==> src/inc/sys_cfg_pkg.sv <==
/*
  Package for the system bus configuration register bank: addresses, field
  positions, reset values and shared types.
  Assumes a CPU core that reaches the bank through 24-bit memory cycles.
*/
`default_nettype none
package sys_cfg_pkg;
  localparam int          ADDR_W          = 24;
  localparam logic [23:0] ADDR_BUS_CS     = 24'h00FF00;
  localparam logic [23:0] ADDR_STACK_PAGE = 24'h00FF01;
  localparam logic [23:0] ADDR_REL_WAIT   = 24'h00FF02;
  // Reset values, single-chip layout and processor layout
  localparam logic [7:0]  RST_BUS_CS_MCU  = 8'h30;
  localparam logic [7:0]  RST_BUS_CS_MPU  = 8'h31;
  localparam logic [7:0]  RST_STACK_PAGE  = 8'h00;
  localparam logic [7:0]  RST_REL_WAIT    = 8'h00;
  // Field positions
  localparam int BUS_MODE_HI_POS = 7;
  localparam int BUS_MODE_LO_POS = 6;
  localparam int CS_MODE_HI_POS  = 5;
  localparam int CS_MODE_LO_POS  = 4;
  localparam int REL_EN_POS      = 7;
  localparam int WAIT_LO_POS     = 4;
  localparam int CLK_SRC_POS     = 3;
  localparam int HS_OSC_POS      = 2;
  localparam int VOLT_LO_POS     = 0;
  // Wait states added per step of the wait code
  localparam logic [3:0]  WAIT_STEP       = 4'h2;

  typedef enum logic [1:0] {
    BUS_SINGLE, BUS_64K, BUS_512K_MIN, BUS_512K_MAX
  } bus_mode_t;

  typedef enum logic [1:0] {
    CS_8K, CS_16K, CS_32K, CS_64K
  } cs_mode_t;

  // CPU memory cycle towards the bank
  typedef struct packed {
    logic                  rd;
    logic                  wr;
    logic [ADDR_W-1:0]     addr;
    logic [7:0]            wdata;
  } cpu_req_t;

  // Decoded configuration seen by the rest of the chip
  typedef struct packed {
    bus_mode_t  busMode;
    cs_mode_t   csMode;
    logic [3:0] csEnable;
    logic [7:0] stackPage;
    logic [3:0] waitStates;
    logic       clkSrcHs;
    logic       hsOscOn;
    logic [1:0] voltMode;
  } sys_cfg_t;
endpackage : sys_cfg_pkg
`default_nettype wire

==> src/rtl/system_bus_config_registers.sv <==
/*
  System bus configuration register bank: three byte registers in the CPU
  memory map, interrupt gating until setup, and the bus release handshake.
  Assumes one system clock, an async active-low system reset, and that the
  external master's request and the straps are stable pins on the board.
*/
`default_nettype none
module system_bus_config_registers
  import sys_cfg_pkg::*;
#(
  parameter bit PROC_MODE     = 1'b0,  // 0 single-chip layout, 1 processor layout
  parameter bit CS_MODE_STORE = 1'b0,  // Chip-select mode field is storage only
  parameter bit HAS_RELEASE   = 1'b1   // Bus release pins are present
) (
  input  wire logic     clk,
  input  wire logic     rst_n,
  input  wire cpu_req_t cpuReq,
  output logic [7:0]    rdData,
  input  wire logic     intReqIn,
  input  wire logic     nmiReqIn,
  output logic          intReqOut,
  output logic          nmiReqOut,
  input  wire logic     busRequestIn_n,
  output logic          busAck_n,
  output logic          internalMemBlock,
  output logic          releasePinsUsed,
  output sys_cfg_t      sysCfg
);

  // Write and read selects
  wire selBusCs  = (cpuReq.addr == ADDR_BUS_CS);
  wire selStack  = (cpuReq.addr == ADDR_STACK_PAGE);
  wire selRel    = (cpuReq.addr == ADDR_REL_WAIT);
  wire wrBusCs   = cpuReq.wr && selBusCs;
  wire wrStack   = cpuReq.wr && selStack;
  wire wrRel     = cpuReq.wr && selRel;

  logic [7:0] busCs_ff;
  logic [7:0] stackPage_ff;
  logic [7:0] relWait_ff;
  logic       busCsWritten_ff;
  logic       stackWritten_ff;
  logic [2:0] reqSync_ff;
  logic       reqLevel_ff;
  logic       released_ff;

  // The reset value of the first register depends on the layout
  localparam logic [7:0] RST_BUS_CS = PROC_MODE ? RST_BUS_CS_MPU : RST_BUS_CS_MCU;

  // Register storage, byte wide
  always_ff @(posedge clk or negedge rst_n) begin
    if (!rst_n) begin
      busCs_ff     <= RST_BUS_CS;
      stackPage_ff <= RST_STACK_PAGE;
      relWait_ff   <= RST_REL_WAIT;
    end else begin
      if (wrBusCs) busCs_ff <= cpuReq.wdata;
      if (wrStack) stackPage_ff <= cpuReq.wdata;
      if (wrRel)   relWait_ff <= cpuReq.wdata;
    end
  end

  // Written-once flags; sticky, nothing clears them but reset
  always_ff @(posedge clk or negedge rst_n) begin
    if (!rst_n) begin
      busCsWritten_ff <= 1'b0;
      stackWritten_ff <= 1'b0;
    end else begin
      busCsWritten_ff <= busCsWritten_ff | wrBusCs;
      stackWritten_ff <= stackWritten_ff | wrStack;
    end
  end

  wire intOpen = busCsWritten_ff && stackWritten_ff;

  // Request pin synchroniser: three stages, change taken when last two agree
  always_ff @(posedge clk or negedge rst_n) begin
    if (!rst_n) begin
      reqSync_ff  <= 3'h7;
      reqLevel_ff <= 1'b1;
    end else begin
      reqSync_ff <= {reqSync_ff[1:0], busRequestIn_n};
      if (reqSync_ff[2] == reqSync_ff[1]) reqLevel_ff <= reqSync_ff[2];
    end
  end

  // Release only works when the pins exist and software enabled them
  wire relEnable = HAS_RELEASE && relWait_ff[REL_EN_POS];
  // The master keeps its request low until it sees the acknowledge, so a
  // simple level follower is enough here
  wire nxt_released = relEnable && !reqLevel_ff;

  always_ff @(posedge clk or negedge rst_n) begin
    if (!rst_n) released_ff <= 1'b0;
    else        released_ff <= nxt_released;
  end

  // Read mux; unmapped addresses read zero
  wire [7:0] nxt_rdData = selBusCs ? busCs_ff :
                          selStack ? stackPage_ff :
                          selRel   ? relWait_ff : 8'h00;

  // Wait states: code times two, so zero gives none and seven gives fourteen
  wire [2:0] waitCode   = relWait_ff[WAIT_LO_POS +: 3];
  wire [3:0] waitStates = 4'({1'b0, waitCode} * WAIT_STEP);
  // Storage-only field decodes as the widest window
  wire [1:0] csModeEff  = CS_MODE_STORE ? 2'h3 : busCs_ff[CS_MODE_LO_POS +: 2];
  wire [1:0] busModeRaw = busCs_ff[BUS_MODE_LO_POS +: 2];
  // Single-chip bus mode forces chip selects off
  wire [3:0] csEnEff    = (busModeRaw == 2'h0) ? 4'h0 : busCs_ff[3:0];

  sys_cfg_t nxt_sysCfg;
  always_comb begin
    nxt_sysCfg.busMode    = bus_mode_t'(busModeRaw);
    nxt_sysCfg.csMode     = cs_mode_t'(csModeEff);
    nxt_sysCfg.csEnable   = csEnEff;
    nxt_sysCfg.stackPage  = stackPage_ff;
    nxt_sysCfg.waitStates = waitStates;
    nxt_sysCfg.clkSrcHs   = relWait_ff[CLK_SRC_POS];
    nxt_sysCfg.hsOscOn    = relWait_ff[HS_OSC_POS];
    nxt_sysCfg.voltMode   = relWait_ff[VOLT_LO_POS +: 2];
  end

  // Registered outputs
  always_ff @(posedge clk or negedge rst_n) begin
    if (!rst_n) begin
      rdData           <= 8'h00;
      intReqOut        <= 1'b0;
      nmiReqOut        <= 1'b0;
      busAck_n         <= 1'b1;
      internalMemBlock <= 1'b0;
      releasePinsUsed  <= 1'b0;
      sysCfg           <= '0;
    end else begin
      rdData           <= cpuReq.rd ? nxt_rdData : 8'h00;
      intReqOut        <= intOpen && intReqIn;
      nmiReqOut        <= intOpen && nmiReqIn;
      busAck_n         <= !nxt_released;
      internalMemBlock <= nxt_released;
      releasePinsUsed  <= relEnable;
      sysCfg           <= nxt_sysCfg;
    end
  end
endmodule : system_bus_config_registers
`default_nettype wire

==> config.mk <==
export PLATFORM = sky130hd
export DESIGN_NAME = system_bus_config_registers
export DESIGN_NICKNAME = d
export VERILOG_FILES = /design/src/inc/sys_cfg_pkg.sv /design/src/rtl/system_bus_config_registers.sv
export SDC_FILE = /design/constraint.sdc
export NUM_CORES = 1
export LEC_CHECK = 0
export BUFFER_PORTS_ARGS = -buffer_cell sky130_fd_sc_hd__buf_2
export CORE_ASPECT_RATIO = 0.7
export CORE_UTILIZATION = 48
export CTS_BUF_LIST = sky130_fd_sc_hd__clkbuf_4 sky130_fd_sc_hd__clkbuf_8
export CTS_CLUSTER_DIAMETER = 60
export CTS_CLUSTER_SIZE = 40
export DETAILED_ROUTE_END_ITERATION = 10
export PLACE_DENSITY = 0.86
export SYNTH_ARGS = -nofsm -noshare
export SYNTH_HDL_FRONTEND = slang
export SYNTH_SLANG_ARGS = --single-unit
==> constraint.sdc <==
create_clock -name clk -period 1 [get_ports clk]
set_input_delay 0.05 -clock clk [delete_from_list [all_inputs] [get_ports clk]]
set_output_delay 0.05 -clock clk [all_outputs]
set_load 0.02 [all_outputs]
After elaboration in Yosys (flattened, before gate mapping) --
Cells that the tools add are included.
Storage, ports and cells: register bits after elaboration 66, latch bits 0, RAM bits 0, memory bits (read-only) 0, output and inout port bits 37, word-level logic and storage cells 42, memories 0
Cells by class: add/subtract/negate cells 0, multiply operators 0, divide/modulo/power cells 0, $lt $le $gt $ge 0, equality and inequality tests 4, shifts and indexed selects 0, mux-type cells 5, bitwise operators 2, reduce and logical (&&, ||, !) cells 10
Operator list (count):
- $eq A24 B16 Y1 const B | 3
- $mux W8 | 4
- $logic_and A1 B1 Y1 | 7
- $mux W4 | 1
- $logic_not A1 Y1 | 2
- $logic_not A2 Y1 | 1
- $or A1 B1 Y1 | 2
- $eq A1 B1 Y1 | 1

Depth between registers and ports, before layout --
depth in word-level cells 5, gate-level depth with buffers 5, depth with buffers taken out 4

Worst setup path after synthesis --
Ideal clock, no wire load.
path kind input to register, from in cpuReq[13] in the netlist's numbering, to reg rdData[0], setup time 0.123 ns, data arrival time 1.272 ns, setup slack -0.395 ns, stages 5, buffers on the path 1, cell sequence nor4b_4 nand4_4 or3_1 buf_6 o221a_1
Between the ends: cells in the longest elaborated chain, start to end 5, elaborated cells between the ends (all ways) 7, classes of those cells 3 x eq/ne; 4 x mux
RTL lines:
- start, declared | line system_bus_config_registers.sv:17 | input wire cpu_req_t cpuReq,
- $eq A24 B16 Y1 | line system_bus_config_registers.sv:33 | wire selRel = (cpuReq.addr == ADDR_REL_WAIT);
- $mux W8 | line system_bus_config_registers.sv:101 | selRel ? relWait_ff : 8'h00;
- $mux W8 | line system_bus_config_registers.sv:100 | selStack ? stackPage_ff :
- $mux W8 * | line system_bus_config_registers.sv:99 | wire [7:0] nxt_rdData = selBusCs ? busCs_ff :
- $mux W8 * | line system_bus_config_registers.sv:135 | rdData <= cpuReq.rd ? nxt_rdData : 8'h00;
- end signal, assigned | line system_bus_config_registers.sv:135
- end, declared | line system_bus_config_registers.sv:18 | output logic [7:0] rdData,
Every way passes the cells marked *; elsewhere a longest branch is shown, timed or not. A chain may end at the register's enable or synchronous reset.

Worst setup path after layout --
from in cpuReq[15] in the netlist's numbering, to reg busCs_ff[6]
Between the ends: cells in the longest elaborated chain, start to end 2
RTL lines:
- $eq A24 B16 Y1 | line system_bus_config_registers.sv:31 | wire selBusCs = (cpuReq.addr == ADDR_BUS_CS);
- $logic_and A1 B1 Y1 | line system_bus_config_registers.sv:34 | wire wrBusCs = cpuReq.wr && selBusCs;
- end signal, assigned | line system_bus_config_registers.sv:57 | if (wrBusCs) busCs_ff <= cpuReq.wdata;
- end, declared | line system_bus_config_registers.sv:38 | logic [7:0] busCs_ff;
No other way between the ends.

==> impl.org <==
** Outcome
- The flow ran to the end, but the final reports show violations.
- Violations in the final reports :: negative setup slack

** Detailed routing
- Per-cell via count in the routed design :: between 5 and 6
- Routed WL :: 6310 µm
- Once detail routing completed, the nets flagged for antenna violations numbered 0.
- After detailed routing, the average wire length per cell comes to roughly 17 µm.
- Drt pass-1 iters :: 4
- Across all layers, the routed design uses between 1.5k and 2k vias.
- After the first detailed-routing iteration, the DRC count stood at 83.
- Detailed-route DRC error count :: 0

** Setup path
- Peak per-stage delay on the critical path :: roughly 0.35 ns
- In this run the worst path has a maximum fanout of 9.
- Among cell families on the critical path, the largest total delay comes from simple AND/OR/NAND/NOR gates.
- Number of cells on the worst reg-to-reg path :: 3
- Number of buffers and inverters on the critical path :: 2
- Setup slack on the worst reg-to-reg path comes out at -0.12 ns.
- On the critical path, the stage with the largest delay is an instance of sky130_fd_sc_hd__mux2_2.
- Required time of the worst setup path :: between 1 and 1.5 ns
- Kind of start point of the critical path :: input pin
- The critical path in this run is classified as in2reg.
- The worst register-to-register path ends at rdData[7].
- CP arrival :: around 1.5 ns
- Reg-to-Reg Start :: relWait_ff[7]
- Kind of end point of the critical path :: flop
- Traced cell by cell, the critical path runs through buf_6 > nor4b_4 > buf_4 > and4_4 > nand4_4 > mux2_2.

** Clock tree
- The H-tree was split into 3 levels.
- Clock tree synthesis selected as its root buffer the cell sky130_fd_sc_hd__clkbuf_8.
- Clock tree synthesis found a total of 66 sinks.
- After clock tree synthesis, the clock-pin slew on the worst setup and hold paths is around 0.08 ns.
- CTS tree :: done
- Largest buffer count on any clock path :: 2
- Clk Latency, worst-skew pair :: roughly 0.35 ns
- Num CTS Buffers :: 9

** Worst hold path
- Class of the worst hold path :: in2reg
- Destination of the worst hold path :: rdData[2]
- Startpoint of the lowest-slack hold path :: cpuReq[33]
- Counting instances, the worst hold path has a depth of 2.

** Synth
- Mapped Cells :: between 150 and 200
- In this run the cell area of the synthesized design comes to between 2000 and 3000 µm².
- Yosys top cell by area :: sky130_fd_sc_hd__dfrtp_1
- The most common cell in the synthesized netlist is sky130_fd_sc_hd__dfrtp_1.
- By count the netlist is led by sky130_fd_sc_hd__dfrtp_1 (59), sky130_fd_sc_hd__mux2_2 (24), sky130_fd_sc_hd__nand2_1 (9).
- Synth area leaders :: sky130_fd_sc_hd__dfrtp_1 (59%), sky130_fd_sc_hd__mux2_2 (11%), sky130_fd_sc_hd__dfstp_2 (7.3%)
- Counting flops with a built-in enable in the synthesized netlist gives 0.
- Asr flop ratio synth :: 1.00
- Top_reg_cell synth :: sky130_fd_sc_hd__dfrtp_1
- Share of the yosys chip area belonging to registers :: 0.660
- The share of synthesized area in the top cell type comes to 0.587.
- Count of synthesis-stage warnings from yosys :: 0
- Number of nets in the synthesized netlist :: between 200 and 250
- Count of distinct cell types in the synthesized netlist :: 32
- Flip-flop and latch count after synthesis :: 66
- A synthesized cell averages 14.7 µm².

** Power and ir drop
- Dividing total power by cell area gives a power density of 1400 nW/µm².
- IR analysis of the VDD net gives a maximum drop of ~0.94 mV.
- In this run the static leakage power is ~1.9 nW.
- PnR Total Power :: 5.23 mW

** Floorplanning
- Measured along the y axis, the die boundary spans 62.6 µm.
- In this run the standard cell core region covers 4910 µm².
- Initial core utilization :: 0.512
- Die boundary width :: between 80 and 90 µm
- In this run the count of I/O pins placed on the die edge is 76.
- Total number of placement rows :: 21
- The die covers 5540 µm².

** Job
- Number of maximum-capacitance constraint violations :: 0

** STA
- Setup violations remaining at the end of the flow were counted as 35.
- For this run, the top clock speed supported by timing is approximately 810 MHz.
- The clock arrives with about 0.0085 ns of skew.
- Portion of the clock cycle consumed by the worst path in the final layout :: 1.23
- Number of max-slew violations in the final report :: 0
- RSZ-0062 raised after global routing :: true
- For the finished layout, the period the worst path requires is 1.23 ns.
- Setup TNS after final layout :: -5.97 ns
- Smallest setup slack after layout :: -0.229 ns
- Hold Slack :: ~0.045 ns
- The final number of hold-violating endpoints was 0.

** Place
- Pre-CTS worst setup slack :: -0.650 ns
- Port buffering added 74 buffers.
- Once placement finished, the instance area stood at around 3100 µm².
- Routability congestion estimate from global placement :: between 0.7 and 0.8
- The HPWL after detailed placement is 3910 µm.
- Number of cells after detailed placement :: 330

** Layout
- Non-filler cells, final :: 364
- After the last flow step, the layout net total stands at between 300 and 400.
- Fraction of layout cells with a size suffix above 1 :: 0.600
- Layout Cell Area excl Fill :: between 3000 and 4000 µm²
- The repair_antennas step left the layout with diodes totalling 0.
- The area growth from synthesis to layout is 48.2%.
- For this run, the share of the core covered by cells in the final layout is 0.759.

** Global route
- The initial antenna violation count came to 0.
- Number of global-route vias before repair :: ~2.0k
- Entering global routing, the biggest net connects 67 pins.
- After global routing the overflow that remains totals 0.
- Across every metal layer, demand over resource in global routing totals 0.245.
- First-pass GRT wire length :: 9790 µm
## cell usage in the layout (no fill, tap or decap), drive strengths merged, types with 2 or more instances in the layout
cell         instances
dfstp                7
dlygate4sd3         12
nor2b                6
buf                102
a2111oi              7
clkbuf              11
o221a                7
nor4b                2
nand2                9
nand4                6
clkinv               3
inv                  9
nand3                2
dfrtp               59
nand2b               3
and3                 3
mux2                24
nor3                 7
and4                 2
nor2                 5
## repair_timing
item | CTS | global route
hold endpoints to repair | 86 | 0
endpoints found under the setup margin | 38 | 35
hold buffers | 12 | 0
buffers inserted | 0 | 5
resized for setup | 26 | 12
pin swaps | 8 | 12
gates cloned | 0 | 1
## worst max-delay path by stage
stage          startpoint              end  slack, ns  cells after the start
2_1_floorplan  cpuReq[15]        rdData[0]      -0.33                      5
3_3_place_gp   cpuReq[15]        rdData[3]      -0.60                      6
3_5_place_dp   cpuReq[15]        rdData[4]      -0.65                      6
4_1_cts        cpuReq[15]  stackPage_ff[7]      -0.22                      6
5_1_grt        cpuReq[15]      busCs_ff[7]      -0.29                      6
6_report       cpuReq[15]      busCs_ff[6]      -0.23                      6
## final cells by class
class                           instances  area, µm²
Timing Repair Buffer                  115        773
Clock inverter                          6       65.1
Fill cell                             318       1180
Inverter                                8       30.0
Tap cell                               69       86.3
Sequential cell                        66       1660
Clock buffer                           10        138
Multi-Input combinational cell         90        977
## where the power goes
part	switching [mW]	internal [mW]	leakage [nW]
logic	0.163	0.136	0.876
registers	0.00508	2.69	0.898
clock network	1.02	1.22	0.103
total	1.19	4.04	1.88
## cells by family after synthesis
| family | synth area share |
|---|---|
| compound gates | 0.0632 |
| flops | 0.660 |
| simple gates | 0.130 |
| fa+ha+maj | 0.00398 |
| other cells | 0.00149 |
| mux | 0.107 |
| buf+inv | 0.0343 |
## metal layers
metal,track usage,share of wire,vias up
li1,-,-,858
met1,0.310,0.43,985
met2,0.387,0.49,83
met3,0.0832,0.068,11
met4,0.0927,0.012,0
met5,0,0,-
## state kept, by name, indices dropped and copies added (netlist names)
signal / cells
sysCfg: 23
busCs_ff: 8
rdData: 8
relWait_ff: 8
stackPage_ff: 8
reqSync_ff: 3
busAck_n: 1
busCsWritten_ff: 1
intReqOut: 1
internalMemBlock: 1
nmiReqOut: 1
releasePinsUsed: 1
reqLevel_ff: 1
stackWritten_ff: 1
Note: power is estimated with default switching activity, not from simulation.
